<file path="src/common/asc_pkg.sv">
/*
  shared constants, command layout and checksum function for the serial
  register access link. assumes a 100 MHz pclk on both ends.
*/
package asc_pkg;
   // command frame layout
   localparam int         ASC_WR_BIT      = 15;
   localparam int         ASC_ADDR_HI     = 14;
   localparam int         ASC_ADDR_LO     = 12;
   localparam logic [5:0] ASC_CMD_LEN     = 6'h10;
   localparam logic [5:0] ASC_CRC_LEN     = 6'h18;
   localparam logic [5:0] ASC_CNT_MAX     = 6'h3f;
   localparam int         ASC_A_SR_W      = 44;
   localparam int         ASC_B_SR_W      = 18;
   // register addresses
   localparam logic [2:0] ASC_A_SETUP1    = 3'h1;
   localparam logic [2:0] ASC_A_SETUP2    = 3'h2;
   localparam logic [2:0] ASC_A_STATUS    = 3'h3;
   localparam logic [2:0] ASC_A_THR_LO    = 3'h4;
   localparam logic [2:0] ASC_A_THR_HI    = 3'h5;
   // field positions
   localparam int         ASC_CRC_W_BIT   = 5;
   localparam int         ASC_CRC_R_BIT   = 4;
   localparam int         ASC_RES_BIT     = 2;
   localparam int         ASC_ONE_WIRE_BIT = 8;
   // reset values
   localparam logic [11:0] ASC_RST_SETUP  = 12'h000;
   localparam logic [11:0] ASC_RST_THR_LO = 12'h800;
   localparam logic [11:0] ASC_RST_THR_HI = 12'h7ff;
   // checksum
   localparam logic [8:0] ASC_POLY        = 9'h107;
   localparam logic [7:0] ASC_TOP_INV     = 8'hff;
   // host timing
   localparam int         ASC_CLK_MHZ     = 100;
   localparam int         ASC_HALF_NS     = 80;
   localparam int         ASC_GAP_NS      = 40;
   localparam int         ASC_HALF_CYC    = (ASC_HALF_NS * ASC_CLK_MHZ + 999) / 1000;
   localparam int         ASC_GAP_CYC     = (ASC_GAP_NS * ASC_CLK_MHZ + 999) / 1000;
   localparam logic [3:0] ASC_HALF_TMR    = 4'(ASC_HALF_CYC - 1);
   localparam logic [3:0] ASC_GAP_TMR     = 4'(ASC_GAP_CYC - 1);
   // host apb map
   localparam logic [7:0] ASC_OFF_CTRL    = 8'h00;
   localparam logic [7:0] ASC_OFF_TX      = 8'h04;
   localparam logic [7:0] ASC_OFF_STAT    = 8'h08;
   localparam logic [7:0] ASC_OFF_RXA_LO  = 8'h0c;
   localparam logic [7:0] ASC_OFF_RXA_HI  = 8'h10;
   localparam logic [7:0] ASC_OFF_RXB     = 8'h14;
   localparam int         ASC_START_BIT   = 31;
   localparam int         ASC_APPEND_BIT  = 8;

   // remainder of (data with top byte inverted) * x^8 over the polynomial
   function automatic logic [7:0] asc_crc8(input logic [31:0] d, input logic wide);
      logic [31:0] v;
      logic [7:0]  c;
      int          i;
      int          n;
      v = wide ? (d ^ {ASC_TOP_INV, 24'h000000})
               : {d[15:0] ^ {ASC_TOP_INV, 8'h00}, 16'h0000};
      n = wide ? 32 : 16;
      c = 8'h00;
      for (i = 31; i >= 32 - n; i--)
      begin
         c = {c[6:0], 1'b0} ^ ((c[7] ^ v[i]) ? ASC_POLY[7:0] : 8'h00);
      end
      return c;
   endfunction
endpackage

</file>
<file path="src/common/asc_if.sv">
/*
  link wires between the serial master and the converter port.
  the output enables go only to the link checker; the host reads the lines as driven.
*/
interface asc_if;
   logic cs_n;
   logic sclk;
   logic sdi;
   logic serial_out_a;
   logic serial_out_a_oe_n;
   logic serial_out_b;
   logic serial_out_b_oe_n;

   modport dev (
      input  cs_n,
      input  sclk,
      input  sdi,
      output serial_out_a,
      output serial_out_a_oe_n,
      output serial_out_b,
      output serial_out_b_oe_n
   );

   modport host (
      output cs_n,
      output sclk,
      output sdi,
      input  serial_out_a,
      input  serial_out_b
   );
endinterface

</file>
<file path="src/design/asc_dev.sv">
/*
  converter side of the serial port: command decode, register file,
  readback framing and checksums. assumes the link pins are asynchronous
  to pclk and that sclk half periods last at least five pclk cycles.
*/
module asc_dev
   import asc_pkg::*;
(
   input  wire logic        pclk,
   input  wire logic        presetn,
   asc_if.dev               link,
   input  wire logic [17:0] conv_a,
   input  wire logic [17:0] conv_b,
   input  wire logic        conv_valid,
   input  wire logic [11:0] status_word,
   output logic             conv_start,
   output logic [11:0]      setup1_word,
   output logic [11:0]      setup2_word,
   output logic             write_crc_error
);
   logic [2:0]            cs_s_q;
   logic [2:0]            ck_s_q;
   logic [2:0]            di_s_q;
   logic                  cs_fall;
   logic                  cs_rise;
   logic                  ck_rise;
   logic                  di;
   logic [11:0]           setup1_q, setup1_d;
   logic [11:0]           setup2_q, setup2_d;
   logic [11:0]           thr_lo_q, thr_lo_d;
   logic [11:0]           thr_hi_q, thr_hi_d;
   logic [17:0]           res_a_q, res_a_d;
   logic [17:0]           res_b_q, res_b_d;
   logic [ASC_A_SR_W-1:0] a_sr_q, a_sr_d;
   logic [ASC_B_SR_W-1:0] b_sr_q, b_sr_d;
   logic [15:0]           in_sr_q, in_sr_d;
   logic [15:0]           cmd_q, cmd_d;
   logic [7:0]            crc_in_q, crc_in_d;
   logic [5:0]            cnt_q, cnt_d;
   logic                  pend_q, pend_d;
   logic [2:0]            pend_addr_q, pend_addr_d;
   logic                  oe_n_q, oe_n_d;
   logic                  start_q, start_d;
   logic                  err_q, err_d;

   // three stages per pin: two to synchronise, one for edge detection on cs_n and sclk; sdi is taken from the second stage
   always_ff @(posedge pclk or negedge presetn)
   begin
      if (!presetn)
      begin
         cs_s_q <= 3'h7;
         ck_s_q <= 3'h0;
         di_s_q <= 3'h0;
      end
      else
      begin
         cs_s_q <= {cs_s_q[1:0], link.cs_n};
         ck_s_q <= {ck_s_q[1:0], link.sclk};
         di_s_q <= {di_s_q[1:0], link.sdi};
      end
   end

   // edges seen only after the second stage, never on the first
   assign cs_fall = cs_s_q[2] & ~cs_s_q[1];
   assign cs_rise = ~cs_s_q[2] & cs_s_q[1];
   assign ck_rise = ~ck_s_q[2] & ck_s_q[1] & ~cs_s_q[1];
   assign di      = di_s_q[1];

   // register contents for a pending readback
   function automatic logic [11:0] read_mux(input logic [2:0] a, input logic [11:0] s1,
                                            input logic [11:0] s2, input logic [11:0] st,
                                            input logic [11:0] lo, input logic [11:0] hi);
      case (a)
         ASC_A_SETUP1: read_mux = s1;
         ASC_A_SETUP2: read_mux = s2;
         ASC_A_STATUS: read_mux = st;
         ASC_A_THR_LO: read_mux = lo;
         ASC_A_THR_HI: read_mux = hi;
         default:      read_mux = 12'h000;
      endcase
   endfunction

   // frame engine: load at select fall, shift on sclk, decode at select rise
   always_comb
   begin
      logic [15:0] a16;
      logic [15:0] b16;
      logic [15:0] rd;
      logic [7:0]  crc;
      logic        one;
      logic        res;
      logic        ok;
      logic [2:0]  addr;
      a16         = res_a_q[17:2];
      b16         = res_b_q[17:2];
      rd          = 16'h0000;
      crc         = 8'h00;
      one         = setup2_q[ASC_ONE_WIRE_BIT];
      res         = setup1_q[ASC_RES_BIT];
      ok          = 1'b0;
      addr        = cmd_q[ASC_ADDR_HI:ASC_ADDR_LO];
      setup1_d    = setup1_q;
      setup2_d    = setup2_q;
      thr_lo_d    = thr_lo_q;
      thr_hi_d    = thr_hi_q;
      res_a_d     = res_a_q;
      res_b_d     = res_b_q;
      a_sr_d      = a_sr_q;
      b_sr_d      = b_sr_q;
      in_sr_d     = in_sr_q;
      cmd_d       = cmd_q;
      crc_in_d    = crc_in_q;
      cnt_d       = cnt_q;
      pend_d      = pend_q;
      pend_addr_d = pend_addr_q;
      oe_n_d      = oe_n_q;
      start_d     = cs_fall;
      err_d       = 1'b0;
      // a finished conversion replaces the held result; a frame opened
      // before it finishes still shows the older one
      if (conv_valid)
      begin
         res_a_d = conv_a;
         res_b_d = conv_b;
      end
      if (cs_fall)
      begin
         oe_n_d = 1'b0;
         cnt_d  = 6'h00;
         pend_d = 1'b0;
         if (pend_q)
         begin
            rd = {1'b0, pend_addr_q, read_mux(pend_addr_q, setup1_q, setup2_q,
                                              status_word, thr_lo_q, thr_hi_q)};
            if (setup1_q[ASC_CRC_R_BIT])
            begin
               crc = asc_crc8({16'h0000, rd}, 1'b0);
            end
            a_sr_d = {rd, crc, 20'h00000};
            b_sr_d = 18'h00000;
         end
         else
         begin
            if (setup1_q[ASC_CRC_R_BIT])
            begin
               crc = asc_crc8({a16, b16}, 1'b1);
            end
            // checksum always follows the last data bit on line a
            case ({one, res})
               2'b00:   a_sr_d = {a16, crc, 20'h00000};
               2'b01:   a_sr_d = {res_a_q, crc, 18'h00000};
               2'b10:   a_sr_d = {a16, b16, crc, 4'h0};
               2'b11:   a_sr_d = {res_a_q, res_b_q, crc};
               default: a_sr_d = '0;
            endcase
            b_sr_d = one ? 18'h00000 : (res ? res_b_q : {b16, 2'b00});
         end
      end
      else if (ck_rise)
      begin
         a_sr_d  = {a_sr_q[ASC_A_SR_W-2:0], 1'b0};
         b_sr_d  = {b_sr_q[ASC_B_SR_W-2:0], 1'b0};
         in_sr_d = {in_sr_q[14:0], di};
         if (cnt_q != ASC_CNT_MAX)
         begin
            cnt_d = cnt_q + 6'h01;
         end
         if (cnt_q == ASC_CMD_LEN - 6'h01)
         begin
            cmd_d = {in_sr_q[14:0], di};
         end
         if (cnt_q == ASC_CRC_LEN - 6'h01)
         begin
            crc_in_d = {in_sr_q[6:0], di};
         end
      end
      if (cs_rise)
      begin
         oe_n_d = 1'b1;
         if (cnt_q >= ASC_CMD_LEN)
         begin
            ok = (cnt_q == ASC_CRC_LEN) &&
                 (crc_in_q == asc_crc8({16'h0000, cmd_q}, 1'b0));
            if (!cmd_q[ASC_WR_BIT])
            begin
               // low twelve bits ignored; unlisted addresses fall back
               pend_d      = (addr >= ASC_A_SETUP1) && (addr <= ASC_A_THR_HI);
               pend_addr_d = addr;
            end
            else
            begin
               if (setup1_q[ASC_CRC_W_BIT])
               begin
                  err_d = ~ok;
               end
               else if (cnt_q == ASC_CMD_LEN)
               begin
                  // a plain 16-bit frame may not turn write checksum on
                  ok = !((addr == ASC_A_SETUP1) && cmd_q[ASC_CRC_W_BIT]);
               end
               if (ok)
               begin
                  case (addr)
                     ASC_A_SETUP1: setup1_d = cmd_q[11:0];
                     ASC_A_SETUP2: setup2_d = cmd_q[11:0];
                     ASC_A_THR_LO: thr_lo_d = cmd_q[11:0];
                     ASC_A_THR_HI: thr_hi_d = cmd_q[11:0];
                     default:      setup1_d = setup1_q;
                  endcase
               end
            end
         end
      end
   end

   // frame engine registers
   always_ff @(posedge pclk or negedge presetn)
   begin
      if (!presetn)
      begin
         setup1_q    <= ASC_RST_SETUP;
         setup2_q    <= ASC_RST_SETUP;
         thr_lo_q    <= ASC_RST_THR_LO;
         thr_hi_q    <= ASC_RST_THR_HI;
         res_a_q     <= 18'h00000;
         res_b_q     <= 18'h00000;
         a_sr_q      <= '0;
         b_sr_q      <= '0;
         in_sr_q     <= 16'h0000;
         cmd_q       <= 16'h0000;
         crc_in_q    <= 8'h00;
         cnt_q       <= 6'h00;
         pend_q      <= 1'b0;
         pend_addr_q <= 3'h0;
         oe_n_q      <= 1'b1;
         start_q     <= 1'b0;
         err_q       <= 1'b0;
      end
      else
      begin
         setup1_q    <= setup1_d;
         setup2_q    <= setup2_d;
         thr_lo_q    <= thr_lo_d;
         thr_hi_q    <= thr_hi_d;
         res_a_q     <= res_a_d;
         res_b_q     <= res_b_d;
         a_sr_q      <= a_sr_d;
         b_sr_q      <= b_sr_d;
         in_sr_q     <= in_sr_d;
         cmd_q       <= cmd_d;
         crc_in_q    <= crc_in_d;
         cnt_q       <= cnt_d;
         pend_q      <= pend_d;
         pend_addr_q <= pend_addr_d;
         oe_n_q      <= oe_n_d;
         start_q     <= start_d;
         err_q       <= err_d;
      end
   end

   // pins and user side, all from flops
   assign link.serial_out_a      = a_sr_q[ASC_A_SR_W-1];
   assign link.serial_out_b      = b_sr_q[ASC_B_SR_W-1];
   assign link.serial_out_a_oe_n = oe_n_q;
   assign link.serial_out_b_oe_n = oe_n_q;
   assign conv_start             = start_q;
   assign setup1_word            = setup1_q;
   assign setup2_word            = setup2_q;
   assign write_crc_error        = err_q;
endmodule

</file>
<file path="src/flat_wrapper.sv">
// flat-port wrapper written by rule: the top's interface ports become plain ports
module asc_dev_flat import asc_pkg::*;
  (pclk, presetn, conv_a, conv_b, conv_valid, status_word, conv_start, setup1_word, setup2_word, write_crc_error, link_cs_n, link_sclk, link_sdi, link_serial_out_a, link_serial_out_a_oe_n, link_serial_out_b, link_serial_out_b_oe_n);
  asc_if link_i ();
  input  wire logic pclk;
  input  wire logic presetn;
  input  wire logic [17:0] conv_a;
  input  wire logic [17:0] conv_b;
  input  wire logic conv_valid;
  input  wire logic [11:0] status_word;
  output logic conv_start;
  output logic [11:0] setup1_word;
  output logic [11:0] setup2_word;
  output logic write_crc_error;
  input wire logic [$bits(link_i.cs_n)-1:0] link_cs_n;
  input wire logic [$bits(link_i.sclk)-1:0] link_sclk;
  input wire logic [$bits(link_i.sdi)-1:0] link_sdi;
  output wire logic [$bits(link_i.serial_out_a)-1:0] link_serial_out_a;
  output wire logic [$bits(link_i.serial_out_a_oe_n)-1:0] link_serial_out_a_oe_n;
  output wire logic [$bits(link_i.serial_out_b)-1:0] link_serial_out_b;
  output wire logic [$bits(link_i.serial_out_b_oe_n)-1:0] link_serial_out_b_oe_n;
  assign link_i.cs_n = link_cs_n;
  assign link_i.sclk = link_sclk;
  assign link_i.sdi = link_sdi;
  assign link_serial_out_a = link_i.serial_out_a;
  assign link_serial_out_a_oe_n = link_i.serial_out_a_oe_n;
  assign link_serial_out_b = link_i.serial_out_b;
  assign link_serial_out_b_oe_n = link_i.serial_out_b_oe_n;
  asc_dev u_core (.pclk(pclk), .presetn(presetn), .link(link_i), .conv_a(conv_a), .conv_b(conv_b), .conv_valid(conv_valid), .status_word(status_word), .conv_start(conv_start), .setup1_word(setup1_word), .setup2_word(setup2_word), .write_crc_error(write_crc_error));
endmodule
</file>
<file path="config.mk">
export PLATFORM = sky130hd
export DESIGN_NAME = asc_dev_flat
export DESIGN_NICKNAME = d
export VERILOG_FILES = /design/src/common/asc_pkg.sv /design/src/common/asc_if.sv /design/src/design/asc_dev.sv /design/src/flat_wrapper.sv
export SDC_FILE = /design/constraint.sdc
export NUM_CORES = 1
export LEC_CHECK = 0
export BUFFER_PORTS_ARGS = -buffer_cell sky130_fd_sc_hd__buf_2
export CORE_MARGIN = 2
export CORE_UTILIZATION = 55
export CTS_CLUSTER_DIAMETER = 60
export DETAILED_ROUTE_END_ITERATION = 7
export GPL_TIMING_DRIVEN = 0
export MAX_ROUTING_LAYER = met4
export PLACE_DENSITY_LB_ADDON = 0.2
export SYNTH_ARGS = -nofsm -noshare
export SYNTH_HDL_FRONTEND = slang
export SYNTH_SLANG_ARGS = --single-unit
</file>
<file path="constraint.sdc">
create_clock -name pclk -period 3.4 [get_ports pclk]
set_clock_uncertainty 0.1 [all_clocks]
set_input_delay 0.51 -clock pclk [delete_from_list [all_inputs] [get_ports pclk]]
set_output_delay 0.51 -clock pclk [all_outputs]
set_load 0.01 [all_outputs]
</file>
== Word level (Yosys, flattened, before mapping) ==
Cells that the tools add are included.
Word-level totals
  logic and storage cells: 290
  register bits after elaboration: 206
  output and inout bits: 30
Operators by class
  bitwise gates (word level): 135
  reduce and logical (&&, ||, !) cells: 17
  muxes and demuxes: 96
  equal/unequal tests: 18
  add/sub/neg operators: 1
  magnitude comparators: 3
Operator list (number)
  $xor 8x8->8: 61
  $mux 3: 64
  $pmux 44 s4: 1
  $mux 44: 3
  $mux 18: 4
  $pmux 12 s5: 1
  $xor 1x1->1: 58
  $mux 12: 2
  $reduce_and 5->1: 4
  $eq 6x5->1 const B: 3
  $mux 6: 3
  $mux 8: 2
  $not 8->8: 2
  $mux 1: 15
  $eq 3x3->1 const B: 4
  $eq 3x2->1 const B: 3
  $reduce_and 3->1: 3
  $eq 8x8->1: 1
  $not 7->8: 1
  $add 6x1->6 const B: 1
  $eq 3x1->1 const B: 2
  $eq 6x4->1 const B: 1
  $ge 6x5->1 const B: 1
  $ne 6x6->1 const B: 1
  other kinds (13): 29

== Logic depth before layout (Yosys ltp) ==
Gate-level depths: netlist of run 1.
  depth in word-level cells: 98
  mapped depth: 13
  mapped depth without buffers: 10

== Worst setup path before layout of run 1 ==
No wires, ideal clock.
  path type: reg2reg
  start point: reg u_core.cmd_q[14]
  end point: reg u_core.thr_lo_q[10]
  data arrival time: 3184 ps
  required time: 3175 ps
  setup time: 125 ps
  period minus slack after synthesis: 3409 ps
  cell stages (with the launch flop): 12
  buffers on the path: 1
  slack: -9 ps
  cells stage by stage: dfrtp_1 inv_1 ha_1 xnor3_1 xnor3_2 xnor2_1 mux2i_1 o2111ai_1 a211oi_2 and3_1 buf_6 mux2_2
Between the ends
  word-level cells in the longest chain between the ends: 30
  elaborated cells on any way between the ends: 42
RTL lines
  from (decl): RTL line asc_dev.sv:37  | logic [15:0] cmd_q, cmd_d;
  from (signal assigned): RTL line asc_dev.sv:250  | cmd_q <= cmd_d;
  $not 8->8 (no line)
  $xor 1x1->1: RTL line asc_pkg.sv:63  | c = {c[6:0], 1'b0} ^ ((c[7] ^ v[i]) ? ASC_POLY[7:0] : 8'h00);
  $mux 3: RTL line asc_pkg.sv:63
  $xor 8x8->8 (6 in a row): RTL line asc_pkg.sv:63
  $xor 1x1->1 / $xor 8x8->8 (equally long branches): RTL line asc_pkg.sv:63
  $mux 3 (tied with other cells): RTL line asc_pkg.sv:63
  $xor 8x8->8 (tied with other cells): RTL line asc_pkg.sv:63
  $xor 8x8->8 / $mux 3 (equally long branches): RTL line asc_pkg.sv:63
  [... 9 more ...]
  $eq 8x8->1: RTL line asc_dev.sv:183  | (crc_in_q == asc_crc8({16'h0000, cmd_q}, 1'b0));
  $logic_and 1x1->1: RTL line asc_dev.sv:182  | ok = (cnt_q == ASC_CRC_LEN) &&
  $mux 1: RTL line asc_dev.sv:196  | else if (cnt_q == ASC_CMD_LEN)
  $mux 1: RTL line asc_dev.sv:192  | if (setup1_q[ASC_CRC_W_BIT])
  $mux 1: RTL line asc_dev.sv:184  | if (!cmd_q[ASC_WR_BIT])
  $mux 1: RTL line asc_dev.sv:180  | if (cnt_q >= ASC_CMD_LEN)
  $mux 1: RTL line asc_dev.sv:177  | if (cs_rise)
  $reduce_and 5->1 (no line) *
  to (signal assigned): RTL line asc_dev.sv:243  | thr_lo_q <= thr_lo_d;
  to (decl): RTL line asc_dev.sv:30  | logic [11:0] thr_lo_q, thr_lo_d;
Every way passes the cells marked *; elsewhere a longest branch is shown, timed or not. The select of a mux whose other input is x is not followed.
A chain may end at the register's enable or synchronous reset.

== Worst setup path after layout of run 1 ==
  start point: reg u_core.res_a_q[9]
  end point: reg u_core.a_sr_q[21]
Between the ends
  word-level cells in the longest chain between the ends: 36
  elaborated cells on any way between the ends: 54
RTL lines
  from (decl): RTL line asc_dev.sv:32  | logic [17:0] res_a_q, res_a_d;
  from (signal assigned): RTL line asc_dev.sv:245  | res_a_q <= res_a_d;
  $xor 1x1->1 *: RTL line asc_pkg.sv:63
  $mux 3 *: RTL line asc_pkg.sv:63
  $xor 8x8->8 * (6 in a row): RTL line asc_pkg.sv:63
  $xor 1x1->1 / $xor 8x8->8 (equally long branches): RTL line asc_pkg.sv:63
  $mux 3 (tied with other cells): RTL line asc_pkg.sv:63
  $xor 8x8->8 * (6 in a row): RTL line asc_pkg.sv:63
  $xor 1x1->1 / $xor 8x8->8 (equally long branches): RTL line asc_pkg.sv:63
  $mux 3 (tied with other cells): RTL line asc_pkg.sv:63
  $xor 8x8->8 * (8 in a row): RTL line asc_pkg.sv:63
  $xor 1x1->1 / $xor 8x8->8 (equally long branches): RTL line asc_pkg.sv:63
  $mux 3 (tied with other cells): RTL line asc_pkg.sv:63
  $xor 8x8->8 * (4 in a row): RTL line asc_pkg.sv:63
  $mux 8 *: RTL line asc_dev.sv:144  | if (setup1_q[ASC_CRC_R_BIT])
  $pmux 44 s4 *: RTL line asc_dev.sv:149  | case ({one, res})
  $mux 44 *: RTL line asc_dev.sv:131  | if (pend_q)
  $mux 44 *: RTL line asc_dev.sv:126  | if (cs_fall)
  to (signal assigned): RTL line asc_dev.sv:247  | a_sr_q <= a_sr_d;
  to (decl): RTL line asc_dev.sv:34  | logic [ASC_A_SR_W-1:0] a_sr_q, a_sr_d;
Marked as above.

==> results.ini, run 1 <==
[run_status]
run_status=complete, but fails checks
failed_checks=DRC

[synth]
synthTopCellsByCount=dfrtp_1, mux2_2, xnor2_1
synth_top_area_share_pct=42.19
netlist_area_mm2=0.01127
syn_area_per_cell_um2=11.79
ys_seq_elements=206
yosysMostFrequentCell=dfrtp_1
synth-seq-area-share_pct=45.92
synthCells=956
synthTopCellsByArea=dfrtp_1, mux2_2, xnor2_1
yosysTopAreaCell=dfrtp_1
synthArstFlopShare_pct=100.0
synthFlopType=dfrtp_1
synth_warnings=0
synth_nets=1024
ys_types=63
synth_edf_count=0

[cts]
cts_tree=yes
cts_buffer_depth=3
numClockSinks=206
cts-buffers-inserted=24
cts_htree_levels=1
clockRootBuffer=clkbuf_16
clk_pin_slew_worst_paths_ns=0.06
clock_latency_ns=0.51

[job]
maxCapViolCount=0

[sta]
setup_viol=0
min_period_ns=3.265
maxSlewHeadroom_pct=38.89
worstMarginPinSlew_ns=0.9167
hold_viol=0
slew_violations=0
min_period_over_period_pct=96.02
fmax_mhz=306.3

[critical_path]
critPathArrivalTime_ns=3.56
worstSetupPathType=reg -> reg
end_kind=flop
cp_max_fo=4
start_kind=flop
critPathRequiredTime_ns=3.69

[grt]
globalRoute.totalOverflow=0
grt_usage_pct=26.25
grt_pass1_wl_mm=43.62
grt_start_max_net_pins=109
grt_pass1_vias=7972
antenna_found_initial=0

[power]
powerDensity_mw_per_mm2=588.4
p_leak_nw=6.120
vdd_drop_max_uv=546.0

[final_layout]
drive_gt1_share_pct=28.83
area_growth_pct=16.79
final_util_pct=65.25
postLayoutCellArea_mm2=0.01316
nFillCells=1625
layout.nets=1153
num_antenna_cells=0

[route]
wl_mm=27.14
ant_nets=0
avgViaCountPerCell=5.791
drt_drc_violations_left=2
m1WireLength_mm=12.35
met2_length_mm=12.66
met3WireLength_mm=1.548
drtIter0Drc=666
dr_total_vias=7951
drt-pass1-iter-count=8
top_layer=met4
wl_per_cell_um=19.76

[place]
port_buffers=82
place_congestion=0.9323
placed_area_mm2=0.01207
place_hpwl_mm=19.34

[die]
die_w_um=147.1
die_h_um=147.1
design.core.area_mm2=0.02017
num_io_pins=84
start_util_pct=55.87
fp-row-count=52
dieArea_mm2=0.02165

[min_path]
hold_class=in -> reg

-- worst max-delay path, cell delays in order, from the launching register on --
cell and delay, ns:
dfrtp_1 0.50, xnor3_1 0.52, xnor3_1 0.44, xnor3_1 0.40, xnor3_1 0.42, xnor2_2 0.26
nor3_1 0.10, a211oi_1 0.32, o21ai_1 0.10
-- through the flow --
step	instances	setup WS (ns)	hold slack, ns	total power, mW	setup TNS (ns)
4_1_cts	1359	0.005310	0.09846	7.778	0
2_1_floorplan	956	0.1293	0.1144	4.603	0
3_3_place_gp	1308	-2.074	0.2314	5.130	-334.03
5_1_grt	1373	-0.06599	0.09901	8.100	-0.08659
6_report	1373	0.1352	0.1110	7.744	0
3_5_place_dp	1309	-0.3311	0.2364	5.141	-5.663
-- final cells by class --
cell class / instances / area, µm² / share of cell area, %
plain buffers: 63 / 299.0 / 2.272
clock buffers: 35 / 713.2 / 5.419
clock inverters: 9 / 100.1 / 0.7605
inverters: 36 / 135.1 / 1.027
multi-input cells: 650 / 5766 / 43.81
flip-flops and latches: 206 / 5177 / 39.34
well taps: 270 / 337.8 / 2.567
repair buffers: 104 / 633.1 / 4.810
-- final timing paths --
kind / from / end / slack (ns) / depth (start not counted)
min in group asynchronous: presetn / u_core.in_sr_q[3] / 0.49 / 2
hold reg to reg: u_core.ck_s_q[0] / u_core.ck_s_q[1] / 0.25 / 0
hold / removal: conv_a[10] / u_core.res_a_q[10] / 0.11 / 3
setup reg to reg: u_core.res_a_q[9] / u_core.a_sr_q[21] / 0.14 / 8
max in group asynchronous: presetn / u_core.res_a_q[11] / 1.73 / 3
setup / recovery: u_core.res_a_q[9] / u_core.a_sr_q[21] / 0.14 / 8
-- state kept, by name, summed over array words and instances, names as in the netlist, 2 cells and up --
register,count
u_core.setup2_word,12
u_core.cs_s_q,3
u_core.b_sr_q,18
u_core.setup1_word,12
u_core.a_sr_q,44
u_core.crc_in_q,8
u_core.res_b_q,18
u_core.di_s_q,2
u_core.pend_addr_q,3
u_core.thr_lo_q,12
u_core.cnt_q,6
u_core.cmd_q,16
u_core.thr_hi_q,12
u_core.res_a_q,18
u_core.in_sr_q,15
u_core.ck_s_q,3
-- cell families after synthesis --
group,Yosys count,synth area share (%)
flip-flops,206,45.92
AND/OR/NAND/NOR,171,7.261
adder cells (fa/ha/maj),14,1.554
multiplexers,164,16.90
XOR/XNOR,126,14.02
buffers and inverters,100,3.730
AO/OA/AOI/OAI,175,10.61
-- report_power, final --
group	internal [mW]	total, mW	leakage (nW)	switching [mW]
clock	1.60	2.61	0.398	1.01
combinational	1.16	2.33	3.09	1.17
sequential	2.63	2.80	2.63	0.171
-- cells in the final DEF, fill, tap and decap left out, drive strengths merged, types with 16 or more instances in the layout --
| cell type | n |
|---|---|
| inv | 35 |
| a222oi | 24 |
| a21oi | 35 |
| o22ai | 18 |
| mux2i | 41 |
| dfrtp | 190 |
| dfstp | 16 |
| buf | 118 |
| xor2 | 29 |
| clkbuf | 80 |
| mux2 | 123 |
| nand2 | 60 |
| nor2 | 41 |
| o21ai | 36 |
| xnor3 | 27 |
| xnor2 | 65 |
-- metal layers --
metal,GRT usage (%),vias up
met5,-,-
met4,6.106,0
met3,4.379,50
met2,40.44,222
met1,36.95,4007
li1,-,3672
-- timing repair --
action                                 CTS  global route
setup endpoints to repair               46            47
gates resized for setup                 10            15
endpoints found under the hold margin   97             0
hold buffers                             4             0
gates cloned                             0             1
buffers inserted                         2            14
pin swaps                                3             7
No activity file was read; power rests on OpenSTA's default activity.
==> run 2: changes to the inputs <==
--- a/config.mk
+++ b/config.mk
@@ -11,8 +11,10 @@
 export CTS_CLUSTER_DIAMETER = 60
 export DETAILED_ROUTE_END_ITERATION = 7
 export GPL_TIMING_DRIVEN = 0
+export HOLD_SLACK_MARGIN = 0.02
 export MAX_ROUTING_LAYER = met4
 export PLACE_DENSITY_LB_ADDON = 0.2
+export RECOVER_POWER = 25
 export SYNTH_ARGS = -nofsm -noshare
 export SYNTH_HDL_FRONTEND = slang
 export SYNTH_SLANG_ARGS = --single-unit
==> constraint.sdc (replaced) <==
create_clock -name pclk -period 2.74 [get_ports pclk]
set_clock_uncertainty 0.1 [all_clocks]
set_input_delay 0.411 -clock pclk [delete_from_list [all_inputs] [get_ports pclk]]
set_output_delay 0.411 -clock pclk [all_outputs]
set_load 0.01 [all_outputs]
==> run 2 against run 1 <==
  * The flow finishes with violations (capacitance limit, slew limit, setup timing)
  * Count of clock-buffer cells in the layout down 1
  * Flip-flop and latch count unchanged
  * Critical path type unchanged
  * Largest power group is now combinational cells
  * Die area unchanged
==> results.ini, run 2 (same netlist as run 1, synthesis figures left out) <==
[power]
finalPower_mw=11.87
vdd_drop_max_uv=896.7
p_int_mw=8.119
p_clk_share_pct=27.9
combPwrFrac_pct=42.7
p_leak_nw=6.841
powerDensity_mw_per_mm2=806.0
pwr-share-seq_pct=29.4
switchingPower_mw=3.751
switching_share_pct=31.60

[die]
fp-row-count=52
num_io_pins=84
die_h_um=147.1
design.core.area_mm2=0.02017
dieArea_mm2=0.02165
start_util_pct=55.87
die_w_um=147.1

[route]
ant_nets=0
wl_per_cell_um=21.68
wl_mm=31.80
dr_total_vias=8752
avgViaCountPerCell=5.966
drtIter0Drc=953
drt_drc_violations_left=0
drt-pass1-iter-count=8

[grt]
grt_pass1_vias=8521
grt_usage_pct=28.23
grt_pass1_wl_mm=46.72
globalRoute.totalOverflow=0
grt_start_max_net_pins=124
antenna_found_initial=0

[critical_path]
cp_slowest_cell=dfrtp_2
crit_cells=13
critPathRequiredTime_ns=3.09
rr_worst_depth=13
crit_top_cell=buf_4
cp-endpoint=u_core.thr_hi_q[8]
path_buf_inv=4
worstPathCellList=inv_4 -> ha_4 -> xnor3_1 -> xnor3_2 -> xnor2_2 -> mux2i_1 -> o2111ai_2 -> a211oi_2 -> buf_4 -> buf_4 -> nand4_4 -> clkbuf_16 -> mux2_4
crit_path_start=u_core.cmd_q[13]
start_kind=flop
worstSetupPathType=reg -> reg
critPathArrivalTime_ns=3.56
cp_max_fo=5
end_kind=flop
max_stage_delay_ns=0.43
r2r_slack_ns=-0.48
timing.rr.start=u_core.cmd_q[13]
crit_family=XOR/XNOR gates
r2r_end=u_core.thr_hi_q[8]

[sta]
hold_viol=0
maxSlewHeadroom_pct=-40.92
min_period_ns=3.216
fmax_mhz=310.9
slew_violations=84
rsz0062_at_grt=true
finalSetupTns_ns=-21.25
min_period_over_period_pct=117.4
setup_viol=62
worstMarginPinSlew_ns=2.114
timing.final.ws_setup_ns=-0.4760

[cts]
cts_htree_levels=1
clock_latency_ns=0.52
numClockSinks=206
cts_tree=yes
clockRootBuffer=clkbuf_16
clk_pin_slew_worst_paths_ns=0.06
cts_buffer_depth=3
cts-buffers-inserted=24

[final_layout]
regMostFlops=u_core.a_sr_q
largest_reg_flops=44
layout_common_cells=dfrtp_1, buf_2, mux2_2
num_antenna_cells=0
layout.nets=1247
postLayoutCellArea_mm2=0.01473
fin_cells=1467
area_growth_pct=30.69
drive_gt1_share_pct=40.60
mostFrequentLayoutCell=dfrtp_1

[min_path]
hold_class=in -> reg

[place]
place_worst_setup_slack_ns=-0.7051
port_buffers=82
place_congestion=0.9470
place_hpwl_mm=19.54
placed_area_mm2=0.01215
place_inst=1309

[run_status]
failed_checks=capacitance limit, slew limit, setup timing
run_status=complete, but fails checks

[job]
maxCapViolCount=1

==> run 2: final cells by class <==
class / instances / area (µm²)
inverter: 36 / 147.6
clock inverter: 10 / 125.1
sequential: 206 / 5192
timing repair buffer: 202 / 1489
multi-input combinational: 650 / 6374
buffer: 59 / 362.8
clock buffer: 34 / 699.4
tap: 270 / 337.8
fill: 1338 / 5441
==> run 2: per-stage QoR <==
stage / hold slack, ns / util [%]
CTS: 0.02024 / 69.99
global placement: 0.2311 / 60.04
floorplan: 0.01541 / -
detailed placement: 0.2358 / 60.22
global route: 0.02837 / 73.02
finish: 0.03149 / 73.02
==> run 2: worst min path at each step <==
stage,from,endpoint,slack (ns),cells after the start
floorplan,presetn,u_core.a_sr_q[0],0.02,0
global placement,u_core.ck_s_q[0],u_core.ck_s_q[1],0.23,0
detailed placement,u_core.ck_s_q[0],u_core.ck_s_q[1],0.24,0
CTS,conv_b[6],u_core.res_b_q[6],0.02,2
global route,conv_a[16],u_core.res_a_q[16],0.03,2
finish,conv_b[3],u_core.res_b_q[3],0.03,2
==> run 2: power groups by stage <==
stage                     registers [mW]  clock network [mW]  logic, mW
final                               3.49                3.31       5.07
after global routing                3.51                3.50       5.34
after CTS                           3.48                3.37       4.17
after detailed placement            3.53                   0       2.87
after global placement              3.52                   0       2.85
after floorplan                     3.45                   0       2.27
==> run 2: repair_timing <==
action                                 CTS  global route
setup buffers                           60            34
endpoints found under the hold margin   93             1
hold buffers                            23             1
setup endpoints to repair               98            85
pin swaps                               58            45
resized for setup                       97            77
gates cloned                             1             2
==> run 2: per-layer routing <==
layer / GRT usage (%) / up-vias / routed length [µm]
met1: 39.25 / 4383 / 13140
met3: 3.820 / 110 / 2217
met4: 9.135 / 0 / 1209
li1: - / 3860 / -
met2: 43.43 / 399 / 15240
met5: - / - / 0
